==> src/hw/aau_consts.vh <==
`ifndef AAU_CONSTS_VH
`define AAU_CONSTS_VH

// word widths
`define AAU_PC_W 16
`define AAU_OFS_W 12
`define AAU_RAM_W 16

// register byte offsets on the axi4-lite slave
`define AAU_OFF_PC 8'h00
`define AAU_OFF_PR 8'h04
`define AAU_OFF_PI 8'h08
`define AAU_OFF_PT 8'h0c
`define AAU_OFF_OFS 8'h10
`define AAU_OFF_R0 8'h14
`define AAU_OFF_R1 8'h18
`define AAU_OFF_R2 8'h1c
`define AAU_OFF_R3 8'h20
`define AAU_OFF_J 8'h24
`define AAU_OFF_K 8'h28
`define AAU_OFF_RB 8'h2c
`define AAU_OFF_RE 8'h30
`define AAU_OFF_STAT 8'h34

// status register field
`define AAU_STAT_ISR_BIT 0

// program counter operations from the decoder
`define AAU_PC_HOLD 3'h0
`define AAU_PC_STEP 3'h1
`define AAU_PC_JUMP 3'h2
`define AAU_PC_CALL 3'h3
`define AAU_PC_RET 3'h4
`define AAU_PC_IRET 3'h5
`define AAU_PC_GOTO_PT 3'h6
`define AAU_PC_CALL_PT 3'h7

// table pointer modifier select
`define AAU_PT_INC 1'b0
`define AAU_PT_OFS 1'b1

// ram pointer modifier select
`define AAU_RM_ZERO 3'h0
`define AAU_RM_INC 3'h1
`define AAU_RM_DEC 3'h2
`define AAU_RM_INC2 3'h3
`define AAU_RM_J 3'h4
`define AAU_RM_K 3'h5

// reset values
`define AAU_RST_WORD 16'h0000
`define AAU_RST_OFS 12'h000

// axi responses
`define AAU_RESP_OKAY 2'b00
`define AAU_RESP_SLVERR 2'b10

`endif

==> src/hw/aau_address_units.v <==
// The AXI4-Lite register port and the placing of the registers are this design's own decisions.
`timescale 1ns/1ps
`include "aau_consts.vh"

// How it works
// [RQ1] program unit: 12-bit adder, 12-bit offset, four 16-bit pointers
// [RQ2] call saves return in return register; returns reload counter from it or shadow
// [RQ3] program counter can be loaded from the table pointer
// [RQ4] table pointer post-modified by one or by the signed offset
// [RQ5] offset is 12-bit signed, sign-extended to 16 bits when read out
// [RQ6] post-modify touches only low 12 bits; page bits change by load only
// [RQ7] table pointer is a full 16-bit loadable register
// [RQ8] outside interrupt service every new counter value is copied to the shadow
// [RQ9] return from interrupt is a jump to the shadow value
// [RQ10] shadow writes work only in service; outside they reset the random generator
// [RQ11] data unit has eight loadable registers and an adder, 16 bits wide
// [RQ12] ram pointers step by 0, +1, -1, +2, or either step register
// [RQ13] step registers hold signed 16-bit values
// [RQ14] pointer equal to ring end with +1 step reloads from ring base
// [RQ15] ring buffers up to 2048 words are supported
// [RQ16] ring disabled while end is zero; reset clears the end register
// [RQ17] modifications follow the access; comparison uses the unmodified value
// [RQ18] table pointer adder carry or borrow is dropped, wrapping in its page
module aau_address_units (
    // clock and reset
    input wire mclk,
    input wire rst,
    // axi4-lite write address
    input wire [7:0] s_axi_awaddr,
    input wire s_axi_awvalid,
    output wire s_axi_awready,
    // axi4-lite write data
    input wire [31:0] s_axi_wdata,
    input wire [3:0] s_axi_wstrb,
    input wire s_axi_wvalid,
    output wire s_axi_wready,
    // axi4-lite write response
    output reg [1:0] s_axi_bresp,
    output reg s_axi_bvalid,
    input wire s_axi_bready,
    // axi4-lite read address
    input wire [7:0] s_axi_araddr,
    input wire s_axi_arvalid,
    output wire s_axi_arready,
    // axi4-lite read data
    output reg [31:0] s_axi_rdata,
    output reg [1:0] s_axi_rresp,
    output reg s_axi_rvalid,
    input wire s_axi_rready,
    // program sequencing from the decoder
    input wire [2:0] pcOp,
    input wire [15:0] pcTarget,
    input wire inIsr,
    // table access from the decoder
    input wire tableAccess,
    input wire tableModSel,
    // ram access from the decoder
    input wire ramAccess,
    input wire [1:0] ramPtrSel,
    input wire [2:0] ramModSel,
    // addresses and side effects
    output reg [15:0] romAddr,
    output reg [15:0] tableAddr,
    output reg [15:0] ramAddr,
    output reg prngReset
);

    // program unit registers
    reg [15:0] programCounter;
    reg [15:0] subroutineReturnAddr;
    reg [15:0] interruptReturnShadow;
    reg [15:0] tablePointer;
    reg [11:0] offsetReg;
    // data unit registers besides the pointers
    reg [15:0] stepJ;
    reg [15:0] stepK;
    reg [15:0] ringBaseAddr;
    reg [15:0] ringEndAddr;

    // axi write holding
    reg awHeld;
    reg [7:0] awAddrQ;
    reg wHeld;
    reg [31:0] wDataQ;
    reg [3:0] wStrbQ;

    wire doWrite;
    wire [5:0] wrIdx;
    wire [5:0] rdIdx;
    wire wrPc, wrPr, wrPi, wrPt, wrOfs, wrJ, wrK, wrRb, wrRe;
    wire [3:0] wrPtr;
    wire wrMapped;
    wire rdMapped;
    wire [63:0] ptrFlat;
    wire [15:0] nextPtrFlat;
    wire [15:0] ofsExt;
    wire [11:0] ptStep;
    reg [15:0] next_pc;
    reg pcChange;
    reg [15:0] rdWord;

    // merge byte lanes 0 and 1 into a 16-bit register
    function [15:0] laneMerge;
        input [15:0] old;
        input [31:0] data;
        input [3:0] strb;
        begin
            laneMerge[7:0] = strb[0] ? data[7:0] : old[7:0];
            laneMerge[15:8] = strb[1] ? data[15:8] : old[15:8];
        end
    endfunction

    // channel readiness: one held address and one held datum at most
    assign s_axi_awready = ~awHeld;
    assign s_axi_wready = ~wHeld;
    assign s_axi_arready = ~s_axi_rvalid;
    assign doWrite = awHeld & wHeld & ~s_axi_bvalid;

    // write address decode
    assign wrIdx = awAddrQ[7:2];
    assign wrPc = doWrite && (wrIdx == `AAU_OFF_PC >> 2);
    assign wrPr = doWrite && (wrIdx == `AAU_OFF_PR >> 2);
    assign wrPi = doWrite && (wrIdx == `AAU_OFF_PI >> 2);
    assign wrPt = doWrite && (wrIdx == `AAU_OFF_PT >> 2);
    assign wrOfs = doWrite && (wrIdx == `AAU_OFF_OFS >> 2);
    assign wrJ = doWrite && (wrIdx == `AAU_OFF_J >> 2);
    assign wrK = doWrite && (wrIdx == `AAU_OFF_K >> 2);
    assign wrRb = doWrite && (wrIdx == `AAU_OFF_RB >> 2);
    assign wrRe = doWrite && (wrIdx == `AAU_OFF_RE >> 2);
    assign wrMapped = wrPr | wrPi | wrPt | wrOfs | wrJ | wrK | wrRb | wrRe | (|wrPtr);
    assign rdIdx = s_axi_araddr[7:2];
    assign rdMapped = (rdIdx <= (`AAU_OFF_STAT >> 2));

    // write address and data channels, taken in either order
    always @(posedge mclk or posedge rst) begin
        if (rst) begin
            awHeld <= 1'b0;
            awAddrQ <= 8'h00;
            wHeld <= 1'b0;
            wDataQ <= 32'h00000000;
            wStrbQ <= 4'h0;
        end else begin
            if (s_axi_awvalid && !awHeld) begin
                awHeld <= 1'b1;
                awAddrQ <= s_axi_awaddr;
            end else if (doWrite) begin
                awHeld <= 1'b0;
            end
            if (s_axi_wvalid && !wHeld) begin
                wHeld <= 1'b1;
                wDataQ <= s_axi_wdata;
                wStrbQ <= s_axi_wstrb;
            end else if (doWrite) begin
                wHeld <= 1'b0;
            end
        end
    end

    // write response: slverr for the read-only or unmapped words
    always @(posedge mclk or posedge rst) begin
        if (rst) begin
            s_axi_bvalid <= 1'b0;
            s_axi_bresp <= `AAU_RESP_OKAY;
        end else if (doWrite) begin
            s_axi_bvalid <= 1'b1;
            s_axi_bresp <= wrMapped ? `AAU_RESP_OKAY : `AAU_RESP_SLVERR;
        end else if (s_axi_bready) begin
            s_axi_bvalid <= 1'b0;
        end
    end

    // offset sign-extended whenever it leaves the unit
    assign ofsExt = {{4{offsetReg[11]}}, offsetReg}; // RQ5

    // read mux, upper half reads zero
    always @* begin
        case (rdIdx)
            `AAU_OFF_PC >> 2: rdWord = programCounter;
            `AAU_OFF_PR >> 2: rdWord = subroutineReturnAddr;
            `AAU_OFF_PI >> 2: rdWord = interruptReturnShadow;
            `AAU_OFF_PT >> 2: rdWord = tablePointer;
            `AAU_OFF_OFS >> 2: rdWord = ofsExt; // RQ5
            `AAU_OFF_R0 >> 2: rdWord = ptrFlat[15:0];
            `AAU_OFF_R1 >> 2: rdWord = ptrFlat[31:16];
            `AAU_OFF_R2 >> 2: rdWord = ptrFlat[47:32];
            `AAU_OFF_R3 >> 2: rdWord = ptrFlat[63:48];
            `AAU_OFF_J >> 2: rdWord = stepJ;
            `AAU_OFF_K >> 2: rdWord = stepK;
            `AAU_OFF_RB >> 2: rdWord = ringBaseAddr;
            `AAU_OFF_RE >> 2: rdWord = ringEndAddr;
            `AAU_OFF_STAT >> 2: rdWord = {15'h0, inIsr};
            default: rdWord = 16'h0000;
        endcase
    end

    // read channel: answer one cycle after the address is taken
    always @(posedge mclk or posedge rst) begin
        if (rst) begin
            s_axi_rvalid <= 1'b0;
            s_axi_rdata <= 32'h00000000;
            s_axi_rresp <= `AAU_RESP_OKAY;
        end else if (s_axi_arvalid && !s_axi_rvalid) begin
            s_axi_rvalid <= 1'b1;
            s_axi_rdata <= {16'h0000, rdWord};
            s_axi_rresp <= rdMapped ? `AAU_RESP_OKAY : `AAU_RESP_SLVERR;
        end else if (s_axi_rready) begin
            s_axi_rvalid <= 1'b0;
        end
    end

    // next program counter from the decoder operation
    always @* begin
        next_pc = programCounter;
        pcChange = 1'b1;
        case (pcOp)
            `AAU_PC_STEP: next_pc = programCounter + 16'h0001;
            `AAU_PC_JUMP: next_pc = pcTarget;
            `AAU_PC_CALL: next_pc = pcTarget;
            `AAU_PC_RET: next_pc = subroutineReturnAddr; // RQ2
            `AAU_PC_IRET: next_pc = interruptReturnShadow; // RQ2 RQ9
            `AAU_PC_GOTO_PT: next_pc = tablePointer; // RQ3 RQ6
            `AAU_PC_CALL_PT: next_pc = tablePointer; // RQ3 RQ6
            default: pcChange = 1'b0;
        endcase
    end

    // program counter and subroutine return register
    always @(posedge mclk or posedge rst) begin
        if (rst) begin
            programCounter <= `AAU_RST_WORD;
            subroutineReturnAddr <= `AAU_RST_WORD;
        end else begin
            programCounter <= next_pc; // RQ1
            if (wrPr) begin
                subroutineReturnAddr <= laneMerge(subroutineReturnAddr, wDataQ, wStrbQ);
            end else if (pcOp == `AAU_PC_CALL || pcOp == `AAU_PC_CALL_PT) begin
                subroutineReturnAddr <= programCounter + 16'h0001; // RQ2
            end
        end
    end

    // interrupt return shadow and generator reset pulse
    always @(posedge mclk or posedge rst) begin
        if (rst) begin
            interruptReturnShadow <= `AAU_RST_WORD;
            prngReset <= 1'b0;
        end else begin
            prngReset <= wrPi & ~inIsr; // RQ10
            if (wrPi && inIsr) begin
                interruptReturnShadow <= laneMerge(interruptReturnShadow, wDataQ, wStrbQ); // RQ10
            end else if (pcChange && !inIsr) begin
                interruptReturnShadow <= next_pc; // RQ8
            end
        end
    end

    // table pointer: 12-bit post-modify inside the current page
    assign ptStep = (tableModSel == `AAU_PT_OFS) ? offsetReg : 12'h001; // RQ4
    always @(posedge mclk or posedge rst) begin
        if (rst) begin
            tablePointer <= `AAU_RST_WORD;
            offsetReg <= `AAU_RST_OFS;
        end else begin
            if (wrPt) begin
                tablePointer <= laneMerge(tablePointer, wDataQ, wStrbQ); // RQ7
            end else if (tableAccess) begin
                tablePointer <= {tablePointer[15:12], tablePointer[11:0] + ptStep}; // RQ6 RQ18
            end
            if (wrOfs) begin
                offsetReg[7:0] <= wStrbQ[0] ? wDataQ[7:0] : offsetReg[7:0]; // RQ5
                offsetReg[11:8] <= wStrbQ[1] ? wDataQ[11:8] : offsetReg[11:8];
            end
        end
    end

    // step and ring registers; end clears at reset
    always @(posedge mclk or posedge rst) begin
        if (rst) begin
            stepJ <= `AAU_RST_WORD;
            stepK <= `AAU_RST_WORD;
            ringBaseAddr <= `AAU_RST_WORD;
            ringEndAddr <= `AAU_RST_WORD; // RQ16
        end else begin
            if (wrJ) begin
                stepJ <= laneMerge(stepJ, wDataQ, wStrbQ); // RQ13
            end
            if (wrK) begin
                stepK <= laneMerge(stepK, wDataQ, wStrbQ); // RQ13
            end
            if (wrRb) begin
                ringBaseAddr <= laneMerge(ringBaseAddr, wDataQ, wStrbQ);
            end
            if (wrRe) begin
                ringEndAddr <= laneMerge(ringEndAddr, wDataQ, wStrbQ);
            end
        end
    end

    // shared data-unit adder on the selected pointer
    aau_ptr_modify u_modify (
        .ptr(ptrFlat[ramPtrSel*16 +: 16]),
        .modSel(ramModSel),
        .stepJ(stepJ),
        .stepK(stepK),
        .ringBase(ringBaseAddr),
        .ringEnd(ringEndAddr),
        .nextPtr(nextPtrFlat[15:0])
    ); // RQ11 RQ12 RQ14

    // four ram pointers, each loadable and post-modified after its access
    genvar g;
    generate
        for (g = 0; g < 4; g = g + 1) begin : gen_ptr
            reg [15:0] ramPointer;
            assign wrPtr[g] = doWrite && (wrIdx == ((`AAU_OFF_R0 >> 2) + g));
            assign ptrFlat[g*16 +: 16] = ramPointer;
            always @(posedge mclk or posedge rst) begin
                if (rst) begin
                    ramPointer <= `AAU_RST_WORD;
                end else if (wrPtr[g]) begin
                    ramPointer <= laneMerge(ramPointer, wDataQ, wStrbQ); // RQ11
                end else if (ramAccess && (ramPtrSel == g)) begin
                    ramPointer <= nextPtrFlat[15:0]; // RQ15 RQ17
                end
            end
        end
    endgenerate

    // address outputs: table and ram accesses use the pointer before its update; romAddr takes the new counter value
    always @(posedge mclk or posedge rst) begin
        if (rst) begin
            romAddr <= `AAU_RST_WORD;
            tableAddr <= `AAU_RST_WORD;
            ramAddr <= `AAU_RST_WORD;
        end else begin
            romAddr <= next_pc;
            if (tableAccess) begin
                tableAddr <= tablePointer; // RQ17
            end
            if (ramAccess) begin
                ramAddr <= ptrFlat[ramPtrSel*16 +: 16]; // RQ17
            end
        end
    end

endmodule // aau_address_units

==> src/hw/aau_ptr_modify.v <==
`timescale 1ns/1ps
`include "aau_consts.vh"

module aau_ptr_modify (
    // pointer before the access
    input wire [`AAU_RAM_W-1:0] ptr,
    input wire [2:0] modSel,
    // step and ring registers
    input wire [`AAU_RAM_W-1:0] stepJ,
    input wire [`AAU_RAM_W-1:0] stepK,
    input wire [`AAU_RAM_W-1:0] ringBase,
    input wire [`AAU_RAM_W-1:0] ringEnd,
    // pointer after the access
    output reg [`AAU_RAM_W-1:0] nextPtr
);

    reg [`AAU_RAM_W-1:0] step;

    // select the step, then wrap at the ring end on a +1 step
    always @* begin
        case (modSel)
            `AAU_RM_ZERO: step = 16'h0000;
            `AAU_RM_INC: step = 16'h0001;
            `AAU_RM_DEC: step = 16'hffff;
            `AAU_RM_INC2: step = 16'h0002;
            `AAU_RM_J: step = stepJ; // RQ13
            `AAU_RM_K: step = stepK; // RQ13
            default: step = 16'h0000;
        endcase
        nextPtr = ptr + step; // RQ12
        // compare uses the pre-access value; zero end disables the ring
        if ((ringEnd != 16'h0000) && (ptr == ringEnd) && (modSel == `AAU_RM_INC)) begin
            nextPtr = ringBase; // RQ14 RQ16 RQ17
        end
    end

endmodule // aau_ptr_modify
==> config.mk <==
export PLATFORM = sky130hd
export DESIGN_NAME = aau_address_units
export DESIGN_NICKNAME = d
export VERILOG_FILES = /design/src/hw/aau_address_units.v /design/src/hw/aau_ptr_modify.v
export VERILOG_INCLUDE_DIRS = /design/src /design/src/hw
export SDC_FILE = /design/constraint.sdc
export NUM_CORES = 1
export LEC_CHECK = 0
export BUFFER_PORTS_ARGS = -buffer_cell sky130_fd_sc_hd__buf_2
export CELL_PAD_IN_SITES_DETAIL_PLACEMENT = 1
export CELL_PAD_IN_SITES_GLOBAL_PLACEMENT = 2
export CORE_UTILIZATION = 35
export CTS_CLUSTER_SIZE = 25
export DETAILED_ROUTE_END_ITERATION = 10
export PLACE_DENSITY_LB_ADDON = 0.1
export SLEW_MARGIN = 25
export SYNTH_ARGS = -nofsm -noshare
export SYNTH_HDL_FRONTEND = slang
export SYNTH_SLANG_ARGS = --single-unit
==> constraint.sdc <==
create_clock -name mclk -period 16.8 [get_ports mclk]
set_input_delay 3.36 -clock mclk [delete_from_list [all_inputs] [get_ports mclk]]
set_output_delay 3.36 -clock mclk [all_outputs]
set_load 0.1 [all_outputs]
==> impl_metrics.csv <==
group,metric,value,unit
place,portBuffers,136,
place,dpl.cell_count,2273,
outcome,status,"finished clean",
sta,final-hold-violation-count,0,
global_routing,gr-usage-all-layers,28.63,%
place,gp_congestion,0.8853,
sta,skew,0.01645,ns
floorplanning,rows,78,
clock_network,insertion_delay,0.55,ns
finish,fin_cells,2336,
synth,synth_enable_flop_cells,0,
routing,drt-initial-drc-count,1104,
critical_path,path_cells,"buf_2 -> clkinv_1 -> mux2i_1 -> ha_1 -> inv_1 -> fa_1 -> nor2b_1 -> o31a_1 -> o211ai_1 -> a31oi_1 -> a21oi_1 -> xnor2_1 -> mux2i_1 -> a21oi_1",
synth,syn_area_per_cell,10.01,µm²
clock_network,cts.sinks,283,
pwr,switchingPower,1595,µW
finish,areaGrowthSynthToFinish,15.46,%
sta,fmax,0.1403,GHz
floorplanning,boundaryPins,177,
place,place_hpwl,47660,µm
pwr,swShare,46.79,%
routing,antenna_left,0,
clock_network,cts_setup_buffers,0,
synth,yosys.area.top_type,"dfrtp_1",
global_routing,grt_max_degree,87,
finish,final_nets,1829,
sta,setup_viol,0,
synth,synth_cell_types,66,
sta,tightest_slew,1.113,ns
critical_path,worstPathArrival,7.54,ns
worst_hold_path,hp-start,"s_axi_rdata[9]$_DFFE_PP0P_",
global_routing,use_met1,37.81,%
sta,slew_headroom,25.39,%
routing,routed_via_density,5.932,
finish,final_common_cell,"dfrtp_1",
synth,ys_async_sr_fraction,100.0,%
global_routing,grt_pass1_vias,14322,
synth,ys.flop_type,"dfrtp_1",
worst_hold_path,hold_path.class,"reg -> reg",
clock_network,cts.reportedPaths.clkPinSlew,0.06,ns
floorplanning,die-height,216.6,µm
synth,synth_area,16110,µm²
synth,synth_top_area_share,43.95,%
critical_path,slowest_stage,"buf_2",
place,place_ws,9.176,ns
routing,first_pass_iters,6,
pwr,powerDensity,183.2,nW/µm²
critical_path,endpoint_kind,"flop",
clock_network,clock_path_buffers,3,
clock_network,cts_resized,0,
synth,yosys_warnings,0,
routing,vias,13857,
sta,setup_ws,9.671,ns
global_routing,grt.met2_usage,47.01,%
clock_network,holdBufCountCts,0,
critical_path,worstPathRequired,17.21,ns
synth,synth.area.top_cells,"dfrtp_1 (44%), mux2_2 (12%), mux2i_1 (5.1%), a21oi_1 (3.6%), nand2_1 (3.5%)",
global_routing,grt_busiest_layer,"met2",
critical_path,slowest_delay,0.57,ns
critical_path,critPathTopFamily,"buffers and inverters",
pwr,clock_power_share,22.4,%
sta,rsz0062_at_grt,"false",
sta,fin_crit_sh,42.44,%
global_routing,grt.overflow.total,0,
floorplanning,dieArea,46900,µm²
pwr,pwr-share-seq,38.3,%
place,postPlaceCellArea,17440,µm²
clock_network,cts_root_buf,"clkbuf_16",
floorplanning,coreArea,45380,µm²
pwr,combPwrFrac,39.3,%
sta,period_needed,7.129,ns
global_routing,grt_use_met3,3.761,%
critical_path,path_buf_inv,3,
finish,drive_gt1_share,24.83,%
synth,ys_ff_latch,283,
finish,fin_util,41.00,%
global_routing,grt_pass1_wl,98370,µm
clock_network,cts_tree,"done",
floorplanning,initial_core_util,35.51,%
pwr,p_leak,0.008434,µW
floorplanning,die_w,216.6,µm
finish,fin_area,18610,µm²
synth,yosysSeqAreaShare,43.95,%
critical_path,start_kind,"input port",
sta,drv_slew,0,
routing,avgRoutedWirePerCell,28.64,µm
global_routing,antenna_found_initial,0,
critical_path,crit_start,"ramPtrSel[0]",
routing,drc,0,
clock_network,cts_max_level,2,
finish,diodes,0,
routing,totalWireLength,66900,µm
synth,synth_cells,1610,
critical_path,crit_fanout,20,
critical_path,r2r-start,"gen_ptr[3].ramPointer[12]$_DFFE_PP0P_",
clock_network,numCtsBuffers,36,
pwr,internal_power,1814,µW
critical_path,critPathKind,"in -> reg",
pwr,ir_worst_vdd,0.1094,mV
run,cap_violations,0,
finish,mostFrequentLayoutCells,"dfrtp_1 (283), mux2_2 (170), nand2_1 (149)",
sta,tns,0,ns
## power by group through the flow
stage          clock network, µW  logic [µW]  registers (µW)
2_1_floorplan                  0         752            1430
3_3_place_gp                   0        1310            1300
3_5_place_dp                   0        1330            1310
4_1_cts                      783        1340            1300
5_1_grt                      804        1430            1330
6_report                     764        1340            1310
## synthesized netlist by cell type (3+ instances only)
library cell / number
mux4_2: 12
nor3_1: 19
dfrtp_1: 283
or2_2: 4
and2_1: 9
buf_1: 7
inv_1: 33
o2bb2ai_1: 3
a211oi_1: 5
nand3_1: 31
ha_1: 28
nor2_1: 110
a221oi_1: 25
or3_1: 4
nor2b_1: 13
buf_4: 18
a21o_1: 19
clkbuf_1: 89
a21oi_1: 115
mux2i_1: 82
xor2_1: 10
nand4_1: 10
nor4_1: 8
a22oi_1: 40
a22o_1: 12
mux2_2: 170
buf_2: 3
xnor2_1: 33
o211ai_1: 4
o21ai_0: 91
a2bb2oi_1: 4
o21ai_1: 10
and3_1: 11
a222oi_1: 14
o22ai_1: 50
o21a_1: 14
a31oi_1: 15
nand3b_1: 4
nand2_1: 151
nand2b_1: 10
## worst paths after layout
kind,end,cells after the start,slack (ns)
max in group asynchronous,ringEndAddr[7]$_DFFE_PP0P_,4,11.66
max,gen_ptr[3].ramPointer[12]$_DFFE_PP0P_,14,9.67
min in group asynchronous,tableAddr[3]$_DFFE_PP0P_,2,2.91
min,s_axi_rdata[9]$_DFFE_PP0P_,1,0.47
min reg2reg,s_axi_rdata[9]$_DFFE_PP0P_,1,0.47
max reg2reg,gen_ptr[3].ramPointer[12]$_DFFE_PP0P_,8,12.81
## per-layer routing
| metal | vias up | share of wire, % |
|---|---|---|
| met5 | - | 0 |
| met4 | 0 | 4.1 |
| met3 | 131 | 4.2 |
| met2 | 448 | 48 |
| met1 | 7178 | 44 |
| li1 | 6100 | - |
## metrics by stage
step	total power, µW	hold WS [ns]
floorplan	2181	0.4661
global placement	2613	0.4550
detailed placement	2645	0.4613
CTS	3424	0.4743
global route	3569	0.4915
finish	3409	0.4719
## kinds of logic after synthesis
logic type | synth area share [%]
simple gates | 11.12
flops | 43.95
other cells | 0.02327
mux | 18.65
buf+inv | 4.123
compound gates | 17.38
fa+ha+maj | 2.423
xor+xnor | 2.337
## worst reg2reg max path: cells and delay by family, from the launching register on
family	cells	cell delay [ns]
AO/OA/AOI/OAI	2	0.29
XOR/XNOR	1	0.34
buffers and inverters	1	0.40
flip-flops	1	0.40
multiplexers	2	1.07
AND/OR/NAND/NOR	2	1.36
## state kept, by name (all words and copies together) (netlist names), 2 cells and up
register and cells:
gen_ptr.ramPointer 64, interruptReturnShadow 16, ramAddr 16, ringBaseAddr 16, ringEndAddr 16, romAddr 16
s_axi_rdata 16, stepJ 16, stepK 16, subroutineReturnAddr 16, tableAddr 16, tablePointer 16
wDataQ 16, offsetReg 12, awAddrQ 6, wStrbQ 2
## layout make-up
type / count / area (µm²)
Sequential cell: 283 / 7082
Clock inverter: 8 / 65.06
Multi-Input combinational cell: 1190 / 8562
Fill cell: 5127 / 26780
Timing Repair Buffer: 166 / 937.1
Clock buffer: 54 / 1070
Inverter: 35 / 138.9
Tap cell: 600 / 750.7
No activity file was read; power rests on OpenSTA's default activity.
